<file path="src/design/dmt_consts.svh">
`ifndef DMT_CONSTS_SVH
`define DMT_CONSTS_SVH

// ------------------------------------------------------------
// Register map: word indices, byte address is four times these.
// ------------------------------------------------------------
`define DMT_IDX_CTRL 16'hffc8
`define DMT_IDX_FLAGS 16'hffc9
`define DMT_IDX_CONST_A 16'hffca
`define DMT_IDX_CONST_B 16'hffcb
`define DMT_IDX_COUNT 16'hffcc
`define DMT_CH_STRIDE 16'h0008
`define DMT_NUM_REGS 16'h0005
`define DMT_NCH 2

// ------------------------------------------------------------
// Field positions and reset values.
// ------------------------------------------------------------
`define DMT_IE_B_BIT 7
`define DMT_IE_A_BIT 6
`define DMT_IE_W_BIT 5
`define DMT_CLR_MSB 4
`define DMT_CLR_LSB 3
`define DMT_CKS_MSB 2
`define DMT_FLAG_MSB 7
`define DMT_FLAG_LSB 5
`define DMT_OSEL_MSB 3
`define DMT_RST_CTRL 8'h00
`define DMT_RST_FLAGS 8'h10
`define DMT_RST_CONST 8'hff
`define DMT_RST_COUNT 8'h00
`define DMT_COUNT_TOP 8'hff

// ------------------------------------------------------------
// Prescaler taps: a tap falls when these low bits are all ones.
// ------------------------------------------------------------
`define DMT_DIV8_MASK 10'h007
`define DMT_DIV64_MASK 10'h03f
`define DMT_DIV1024_MASK 10'h3ff

`endif

</file>
<file path="src/design/dmt_pkg.sv">
`include "dmt_consts.svh"
package dmt_pkg;

  // ----------------------------------------------------------
  // Mode encodings, in register code order.
  // ----------------------------------------------------------
  typedef enum logic [2:0] {
    CKS_STOP, CKS_DIV8, CKS_DIV64, CKS_DIV1024,
    CKS_STOP_ALT, CKS_EXT_RISE, CKS_EXT_FALL, CKS_EXT_BOTH
  } dmt_cks_e;
  typedef enum logic [1:0] {CLR_NONE, CLR_MATCH_A, CLR_MATCH_B, CLR_EXT} dmt_clr_e;
  typedef enum logic [1:0] {OUT_KEEP, OUT_LOW, OUT_HIGH, OUT_TOGGLE} dmt_act_e;

  // ----------------------------------------------------------
  // Bus carriers.
  // ----------------------------------------------------------
  typedef struct packed {
    logic psel;
    logic penable;
    logic pwrite;
    logic [31:0] paddr;
    logic [31:0] pwdata;
  } dmt_apb_req_s;
  typedef struct packed {
    logic [31:0] prdata;
    logic pready;
    logic pslverr;
  } dmt_apb_rsp_s;

  // ----------------------------------------------------------
  // State records.
  // ----------------------------------------------------------
  typedef struct packed {
    logic [7:0] ctrl;
    logic [2:0] flags;
    logic [2:0] armed;
    logic [3:0] osel;
    logic [7:0] ca;
    logic [7:0] cb;
    logic [7:0] cnt;
    logic eqa_d;
    logic eqb_d;
    logic wave;
    logic [2:0] irq;
  } dmt_chan_s;
  typedef struct packed {
    dmt_chan_s [`DMT_NCH-1:0] ch;
    logic [9:0] presc;
    logic rdy;
    logic err;
    logic [7:0] rdata;
  } dmt_state_s;
  typedef struct packed {
    logic [1:0] s1;
    logic [1:0] s2;
    logic [1:0] s3;
  } dmt_sync_s;

endpackage : dmt_pkg

</file>
<file path="src/design/dmt_pin_sync.sv">
`timescale 1ns/10ps
`include "dmt_consts.svh"
module dmt_pin_sync import dmt_pkg::*; (
  // Clock and reset.
  input wire logic mclk,
  input wire logic rstn,
  // Raw pins: bit 0 count clock, bit 1 clear input.
  input wire logic [1:0] pins,
  // Edge pulses, one cycle each.
  output logic [1:0] rise,
  output logic [1:0] fall
);

  dmt_sync_s st_ff;
  dmt_sync_s nxt;

  // Three stages: the first is read only by the second, edges come
  // from the last two so a late-settling sample never forms an edge.
  always_comb begin
    nxt = st_ff;
    nxt.s1 = pins;
    nxt.s2 = st_ff.s1;
    nxt.s3 = st_ff.s2;
  end

  always_ff @(posedge mclk) begin
    if (!rstn) begin
      st_ff <= '0;
    end else begin
      st_ff <= nxt;
    end
  end

  // Edge detection on the settled stages.
  assign rise = st_ff.s2 & ~st_ff.s3;
  assign fall = ~st_ff.s2 & st_ff.s3;

endmodule : dmt_pin_sync

</file>
<file path="src/design/dmt_timer_top.sv">
`timescale 1ns/10ps
`include "dmt_consts.svh"
module dmt_timer_top import dmt_pkg::*; (
  // Clock and reset.
  input wire logic mclk,
  input wire logic rstn,
  // APB slave.
  input wire dmt_apb_req_s apb_req,
  output dmt_apb_rsp_s apb_rsp,
  // Standby request, level.
  input wire logic standby,
  // Channel 0 pins.
  input wire logic ext_count_clk_ch0,
  input wire logic ext_clear_in_ch0,
  output logic wave_out_ch0,
  // Channel 1 pins.
  input wire logic ext_count_clk_ch1,
  input wire logic ext_clear_in_ch1,
  output logic wave_out_ch1,
  // Interrupt requests, bit index is the channel.
  output logic [1:0] match_a_irq,
  output logic [1:0] match_b_irq,
  output logic [1:0] wrap_irq
);

  localparam dmt_chan_s CH_RST = '{
    ctrl: `DMT_RST_CTRL, flags: 3'h0, armed: 3'h0,
    osel: 4'(`DMT_RST_FLAGS), ca: `DMT_RST_CONST, cb: `DMT_RST_CONST,
    cnt: `DMT_RST_COUNT, eqa_d: 1'b0, eqb_d: 1'b0, wave: 1'b0, irq: 3'h0};

  dmt_state_s st_ff;
  dmt_state_s nxt;

  // ------------------------------------------------------------
  // Bus phase decode.
  // ------------------------------------------------------------
  logic acc;
  logic done;
  logic addr_ok;
  logic [15:0] idx;
  logic [`DMT_NCH-1:0] sel_ch;
  logic [2:0] off [`DMT_NCH];
  logic [`DMT_NCH-1:0] wr_done;
  logic [`DMT_NCH-1:0] rd_take;
  logic [`DMT_NCH-1:0] tick;
  logic [`DMT_NCH-1:0] ext_clr;
  logic [`DMT_NCH-1:0] eq_a;
  logic [`DMT_NCH-1:0] eq_b;
  logic [`DMT_NCH-1:0] ev_a;
  logic [`DMT_NCH-1:0] ev_b;
  logic [1:0] pin_in [`DMT_NCH];
  logic [1:0] pin_rise [`DMT_NCH];
  logic [1:0] pin_fall [`DMT_NCH];
  logic t8;
  logic t64;
  logic t1024;

  // One wait state: the access cycle raises pready, the next edge completes.
  assign acc = apb_req.psel & apb_req.penable;
  assign done = acc & st_ff.rdy;
  assign idx = apb_req.paddr[17:2];
  assign addr_ok = (apb_req.paddr[31:18] == 14'h0000) && (apb_req.paddr[1:0] == 2'h0);

  // Prescaler taps fall when the low bits roll over, giving one-cycle enables.
  assign t8 = (st_ff.presc & `DMT_DIV8_MASK) == `DMT_DIV8_MASK;
  assign t64 = (st_ff.presc & `DMT_DIV64_MASK) == `DMT_DIV64_MASK;
  assign t1024 = (st_ff.presc & `DMT_DIV1024_MASK) == `DMT_DIV1024_MASK;

  assign pin_in[0] = {ext_clear_in_ch0, ext_count_clk_ch0};
  assign pin_in[1] = {ext_clear_in_ch1, ext_count_clk_ch1};

  // Picks the count pulse for one channel from its clock-select code.
  function automatic logic pick_tick(input logic [2:0] code, input logic r, input logic f,
                                     input logic p8, input logic p64, input logic p1024);
    logic t;
    t = 1'b0;
    unique case (dmt_cks_e'(code))
      CKS_STOP, CKS_STOP_ALT: t = 1'b0;
      CKS_DIV8: t = p8;
      CKS_DIV64: t = p64;
      CKS_DIV1024: t = p1024;
      CKS_EXT_RISE: t = r;
      CKS_EXT_FALL: t = f;
      CKS_EXT_BOTH: t = r | f;
    endcase
    return t;
  endfunction : pick_tick

  // Applies one action code to the output level.
  function automatic logic apply_act(input logic lvl, input logic [1:0] act);
    logic v;
    v = lvl;
    unique case (dmt_act_e'(act))
      OUT_KEEP: v = lvl;
      OUT_LOW: v = 1'b0;
      OUT_HIGH: v = 1'b1;
      OUT_TOGGLE: v = ~lvl;
    endcase
    return v;
  endfunction : apply_act

  // ------------------------------------------------------------
  // Per-channel decode, pins and compare.
  // ------------------------------------------------------------
  genvar g;
  generate
    for (g = 0; g < `DMT_NCH; g = g + 1) begin : gch
      logic [15:0] rel;
      assign rel = idx - 16'(`DMT_IDX_CTRL + g * `DMT_CH_STRIDE);
      assign sel_ch[g] = addr_ok && (rel < `DMT_NUM_REGS);
      assign off[g] = rel[2:0];
      assign wr_done[g] = done & apb_req.pwrite & sel_ch[g];
      assign rd_take[g] = acc & ~st_ff.rdy & ~apb_req.pwrite & sel_ch[g];

      dmt_pin_sync i_dmt_pin_sync (
        .mclk(mclk),
        .rstn(rstn),
        .pins(pin_in[g]),
        .rise(pin_rise[g]),
        .fall(pin_fall[g])
      );

      assign tick[g] = pick_tick(st_ff.ch[g].ctrl[`DMT_CKS_MSB:0], pin_rise[g][0],
                                 pin_fall[g][0], t8, t64, t1024);
      assign ext_clr[g] = pin_rise[g][1];
      // Continuous compare; a match is an event on the first equal cycle, unless a write to that constant completes then.
      assign eq_a[g] = st_ff.ch[g].cnt == st_ff.ch[g].ca;
      assign eq_b[g] = st_ff.ch[g].cnt == st_ff.ch[g].cb;
      assign ev_a[g] = eq_a[g] & ~st_ff.ch[g].eqa_d &
                       ~(wr_done[g] && off[g] == 3'h2);
      assign ev_b[g] = eq_b[g] & ~st_ff.ch[g].eqb_d &
                       ~(wr_done[g] && off[g] == 3'h3);
    end
  endgenerate

  // ------------------------------------------------------------
  // Next-state logic for bus, prescaler and both channels.
  // ------------------------------------------------------------
  always_comb begin
    logic do_clr;
    logic [7:0] rd;
    logic [2:0] set;
    logic [2:0] clr;
    logic [7:0] wd;
    do_clr = 1'b0;
    rd = 8'h00;
    set = 3'h0;
    clr = 3'h0;
    wd = apb_req.pwdata[7:0];
    nxt = st_ff;
    nxt.presc = st_ff.presc + 10'h001;
    nxt.rdy = acc & ~st_ff.rdy;
    for (int i = 0; i < `DMT_NCH; i++) begin
      // Read data is latched when pready rises and held through completion.
      if (sel_ch[i]) begin
        case (off[i])
          3'h0: rd = st_ff.ch[i].ctrl;
          3'h1: rd = {st_ff.ch[i].flags, 1'b1, st_ff.ch[i].osel};
          3'h2: rd = st_ff.ch[i].ca;
          3'h3: rd = st_ff.ch[i].cb;
          3'h4: rd = st_ff.ch[i].cnt;
          default: rd = 8'h00;
        endcase
      end
      // Clear has priority over a counter write, a write over a count pulse.
      unique case (dmt_clr_e'(st_ff.ch[i].ctrl[`DMT_CLR_MSB:`DMT_CLR_LSB]))
        CLR_NONE: do_clr = 1'b0;
        CLR_MATCH_A: do_clr = tick[i] & eq_a[i];
        CLR_MATCH_B: do_clr = tick[i] & eq_b[i];
        CLR_EXT: do_clr = ext_clr[i];
      endcase
      if (do_clr) begin
        nxt.ch[i].cnt = 8'h00;
      end else if (wr_done[i] && off[i] == 3'h4) begin
        nxt.ch[i].cnt = wd;
      end else if (tick[i]) begin
        nxt.ch[i].cnt = st_ff.ch[i].cnt + 8'h01;
      end
      set = {ev_b[i], ev_a[i], 1'b0};
      set[0] = tick[i] & ~do_clr & ~(wr_done[i] && off[i] == 3'h4) &
               (st_ff.ch[i].cnt == `DMT_COUNT_TOP);
      // Register writes; the control field layout is fixed by bit position.
      clr = 3'h0;
      if (wr_done[i]) begin
        case (off[i])
          3'h0: nxt.ch[i].ctrl = wd;
          3'h1: begin
            clr = ~wd[`DMT_FLAG_MSB:`DMT_FLAG_LSB] & st_ff.ch[i].armed;
            nxt.ch[i].osel = wd[`DMT_OSEL_MSB:0];
            nxt.ch[i].armed = 3'h0;
          end
          3'h2: nxt.ch[i].ca = wd;
          3'h3: nxt.ch[i].cb = wd;
          default: nxt.ch[i].ctrl = st_ff.ch[i].ctrl;
        endcase
      end
      // A read that sees a flag set arms its later clear.
      if (rd_take[i] && off[i] == 3'h1) begin
        nxt.ch[i].armed = st_ff.ch[i].flags;
      end
      // A new event in the clearing cycle survives the clear.
      nxt.ch[i].flags = (st_ff.ch[i].flags & ~clr) | set;
      nxt.ch[i].eqa_d = eq_a[i];
      nxt.ch[i].eqb_d = eq_b[i];
      // Both events in one cycle: toggle beats high, high beats low.
      if (ev_a[i] && ev_b[i]) begin
        if (st_ff.ch[i].osel[3:2] == 2'h3 || st_ff.ch[i].osel[1:0] == 2'h3) begin
          nxt.ch[i].wave = ~st_ff.ch[i].wave;
        end else if (st_ff.ch[i].osel[3:2] == 2'h2 || st_ff.ch[i].osel[1:0] == 2'h2) begin
          nxt.ch[i].wave = 1'b1;
        end else if (st_ff.ch[i].osel != 4'h0) begin
          nxt.ch[i].wave = 1'b0;
        end
      end else if (ev_a[i]) begin
        nxt.ch[i].wave = apply_act(st_ff.ch[i].wave, st_ff.ch[i].osel[1:0]);
      end else if (ev_b[i]) begin
        nxt.ch[i].wave = apply_act(st_ff.ch[i].wave, st_ff.ch[i].osel[3:2]);
      end
      // Standby holds the whole channel at its reset image.
      if (standby) begin
        nxt.ch[i] = CH_RST;
      end
      // Requests follow flag and enable; separate lines per source.
      nxt.ch[i].irq = nxt.ch[i].flags & {nxt.ch[i].ctrl[`DMT_IE_B_BIT],
                                         nxt.ch[i].ctrl[`DMT_IE_A_BIT],
                                         nxt.ch[i].ctrl[`DMT_IE_W_BIT]};
    end
    // The error flag stands only in the completion cycle, so pslverr needs no gate.
    nxt.err = 1'b0;
    if (acc && !st_ff.rdy) begin
      nxt.rdata = rd;
      nxt.err = ~(|sel_ch);
    end
  end

  // State register.
  always_ff @(posedge mclk) begin
    if (!rstn) begin
      st_ff <= '{ch: {`DMT_NCH{CH_RST}}, presc: 10'h000, rdy: 1'b0, err: 1'b0, rdata: 8'h00};
    end else begin
      st_ff <= nxt;
    end
  end

  // ------------------------------------------------------------
  // Outputs, all taken from the state register.
  // ------------------------------------------------------------
  assign apb_rsp.prdata = {24'h000000, st_ff.rdata};
  assign apb_rsp.pready = st_ff.rdy;
  assign apb_rsp.pslverr = st_ff.err;
  assign wave_out_ch0 = st_ff.ch[0].wave;
  assign wave_out_ch1 = st_ff.ch[1].wave;
  assign match_a_irq = {st_ff.ch[1].irq[1], st_ff.ch[0].irq[1]};
  assign match_b_irq = {st_ff.ch[1].irq[2], st_ff.ch[0].irq[2]};
  assign wrap_irq = {st_ff.ch[1].irq[0], st_ff.ch[0].irq[0]};

  generate
    for (g = 0; g < `DMT_NCH; g = g + 1) begin : gchk

    end
  endgenerate
endmodule : dmt_timer_top

</file>
<file path="config.mk">
export PLATFORM = sky130hd
export DESIGN_NAME = dmt_timer_top
export DESIGN_NICKNAME = d
export VERILOG_FILES = /design/src/design/dmt_pkg.sv /design/src/design/dmt_pin_sync.sv /design/src/design/dmt_timer_top.sv
export VERILOG_INCLUDE_DIRS = /design/src /design/src/design
export SDC_FILE = /design/constraint.sdc
export NUM_CORES = 1
export LEC_CHECK = 0
export BUFFER_PORTS_ARGS = -buffer_cell sky130_fd_sc_hd__buf_2
export CAP_MARGIN = 20
export CORE_MARGIN = 4
export CORE_UTILIZATION = 50
export CTS_CLUSTER_SIZE = 30
export DETAILED_ROUTE_END_ITERATION = 7
export PLACE_DENSITY_LB_ADDON = 0.12
export SETUP_SLACK_MARGIN = 0.3
export SKIP_LAST_GASP = 1
export SLEW_MARGIN = 20
export SYNTH_ARGS = -nofsm -noshare
export SYNTH_HDL_FRONTEND = slang
export SYNTH_HIERARCHICAL = 1
export SYNTH_SLANG_ARGS = --single-unit
</file>
<file path="constraint.sdc">
create_clock -name mclk -period 4.45 [get_ports mclk]
set_input_delay 0.2225 -clock mclk [delete_from_list [all_inputs] [get_ports mclk]]
set_output_delay 0.2225 -clock mclk [all_outputs]
set_load 0.01 [all_outputs]
</file>
==> results.json <==
{
  "max_freq_mhz": 329,
  "grt_pass1_wl_um": 28700,
  "syn_inst": 782,
  "vdd_ir_drop_max_v": 0.000234,
  "detail_route.first_pass.iterations": 5,
  "io_pins": 116,
  "avgSynthCellArea_um2": 8.84,
  "place_congestion": 0.884,
  "die-height_um": 126,
  "critPathMaxFanout": 9,
  "routed_via_density": 5.70,
  "vias": 5719,
  "power.switching_mw": 0.634,
  "hold_slack_ns": 0.158,
  "fin_nets": 899,
  "finalClockSkew_ns": 0.00811,
  "critical_path_class": "register to register",
  "drv_cap": 0,
  "core.rowCount": 42,
  "overflow": 0,
  "cts_buffers": 17,
  "drtIter0Drc": 477,
  "grt_pass1_vias": 5492,
  "wl_per_cell_um": 17.7,
  "area_growth_pct": 12.1,
  "nFillCells": 1223,
  "drt-total-wl_um": 17700,
  "final-max-slew-violation-count": 0,
  "fin_setup_tns_ns": 0,
  "setup_ws_ns": 1.42,
  "start_util_pct": 51.6,
  "clock_latency_ns": 0.43,
  "required_ns": 4.72,
  "rsz0062_at_grt": "false",
  "cts_sinks": 128,
  "arrival_ns": 3.31,
  "placed_cell_area_mm2": 0.00713,
  "p_seq_share_pct": 43.3,
  "p_per_area_mw_per_mm2": 345,
  "drc_errors": 0,
  "start_kind": "register",
  "fin_crit_sh_pct": 68.2,
  "dpl.hpwl_um": 12700,
  "antenna_left": 0,
  "tightest_slew_ns": 0.909,
  "antenna_cells": 0,
  "finalWorstPathRequiredPeriod_ns": 3.03,
  "dp_slack_ns": 1.32,
  "antenna_found_initial": 0,
  "power.internal_mw": 2.04,
  "clk_pin_slew_ns": 0.06,
  "grt_max_degree": 45,
  "p_comb_share_pct": 5.7,
  "portBuffers": 67,
  "relSlewSlack_pct": 39.2,
  "power.share.clock_pct": 51.0,
  "htreeDepth": 4,
  "stdcell_area_mm2": 0.00775,
  "cts-root-buf": "clkbuf_16",
  "min_path_type": "input pin to register",
  "grt_util_all_layers_pct": 22.8,
  "leakage_nw": 3.08,
  "swShare_pct": 23.7,
  "die_width_um": 126,
  "syn_area_mm2": 0.00691,
  "yosys_warnings": 6,
  "cp-end-kind": "register",
  "cts_setup_buffers": 0,
  "die_area_mm2": 0.0158,
  "coreArea_mm2": 0.0134,
  "tritoncts": "done",
  "setup_viol": 0,
  "final_hold_viol_count": 0,
  "clk_path_buf_depth": 2,
  "status": "complete, no violations",
  "drive_gt1_share_pct": 16.3
}
==> through the flow <==
| stage | total power [mW] | utilization, % | std cells |
|---|---|---|---|
| floorplan | 1.29 | - | 805 |
| global placement | 1.33 | 53.2 | 967 |
| detailed placement | 1.33 | 53.2 | 967 |
| CTS | 2.69 | 57.8 | 1003 |
| global route | 2.76 | 57.9 | 1003 |
| finish | 2.67 | 57.9 | 1003 |
==> critical path, stage by stage (launching register included) <==
cell and delay [ns]:
dfxtp_1 0.36, ha_1 0.21, and2_1 0.25, nand4_1 0.19
a31oi_1 0.22, a2bb2oi_1 0.75, a32oi_1 0.26, o21ai_1 0.54
a211oi_1 0.11
==> repair_timing <==
item / in CTS / in global routing
hold buffers: 4 / 0
endpoints found under the setup margin: 0 / 0
hold endpoints to repair: 4 / 0
resized for setup: 0 / 0
==> metal layers <==
layer  track usage [%]  share of wire [%]  vias up
met2              35.3                 44      212
met5                 0                  0        -
met1              30.0                 46     2704
li1                  -                  -     2774
met4              7.84                2.1        0
met3              7.21                7.9       29
==> state kept, by name, indices dropped and copies added, names as in the netlist <==
register	flops
gch.i_dmt_pin_sync/st_ff	4
wrap_irq	2
gch.i_dmt_pin_sync/nxt	8
match_a_irq	2
wave_out_ch1	1
apb_rsp	10
match_b_irq	2
st_ff	98
wave_out_ch0	1
==> final timing paths <==
path	start	end	slack (ns)	cells after the start
min reg2reg	gch[0].i_dmt_pin_sync/nxt[2]$_SDFF_PN0_	gch[0].i_dmt_pin_sync/nxt[0]$_SDFF_PN0_	0.42	1
min	standby	st_ff[88]$_SDFFE_PP1P_	0.16	3
max reg2reg	st_ff[10]$_SDFF_PN0_	st_ff[76]$_SDFFE_PP0P_	1.42	8
max	st_ff[10]$_SDFF_PN0_	st_ff[76]$_SDFFE_PP0P_	1.42	8
==> cells in the final DEF (no fill, tap or decap), types with 3 or more instances in the layout <==
cell / count
and2_1: 24
buf_2: 67
nor3_1: 13
buf_4: 9
clkbuf_16: 17
mux4_2: 8
o22ai_1: 5
a22oi_1: 13
clkinvlp_4: 4
nand2b_1: 10
nor4_1: 14
dfxtp_1: 128
clkinv_2: 5
a221oi_1: 7
a32oi_1: 3
o21ai_0: 16
nor2b_1: 11
conb_1: 24
a211oi_1: 16
nor2_1: 86
dlygate4sd3_1: 4
and3_1: 10
xnor2_1: 6
ha_1: 11
nand4_1: 18
inv_1: 12
xor2_1: 48
nand2_1: 69
mux2i_1: 71
a21oi_1: 18
nand3_1: 22
==> power groups by stage <==
| stage | registers [mW] | clock network (mW) | logic [mW] |
|---|---|---|---|
| 4_1_cts | 1.16 | 1.38 | 0.152 |
| 3_5_place_dp | 1.18 | 0 | 0.149 |
| 2_1_floorplan | 1.18 | 0 | 0.106 |
| 6_report | 1.16 | 1.36 | 0.153 |
| 5_1_grt | 1.16 | 1.44 | 0.168 |
| 3_3_place_gp | 1.18 | 0 | 0.147 |
==> final cells by class <==
| cell class | count | area (um^2) | area share (%) |
|---|---|---|---|
| flip-flops and latches | 128 | 2560 | 33.1 |
| multi-input cells | 574 | 3900 | 50.3 |
| well taps | 176 | 220 | 2.84 |
| repair buffers | 80 | 443 | 5.71 |
| clock inverters | 14 | 141 | 1.82 |
| inverters | 13 | 48.8 | 0.629 |
| clock buffers | 18 | 439 | 5.66 |
(Power assumes the default switching activity.)
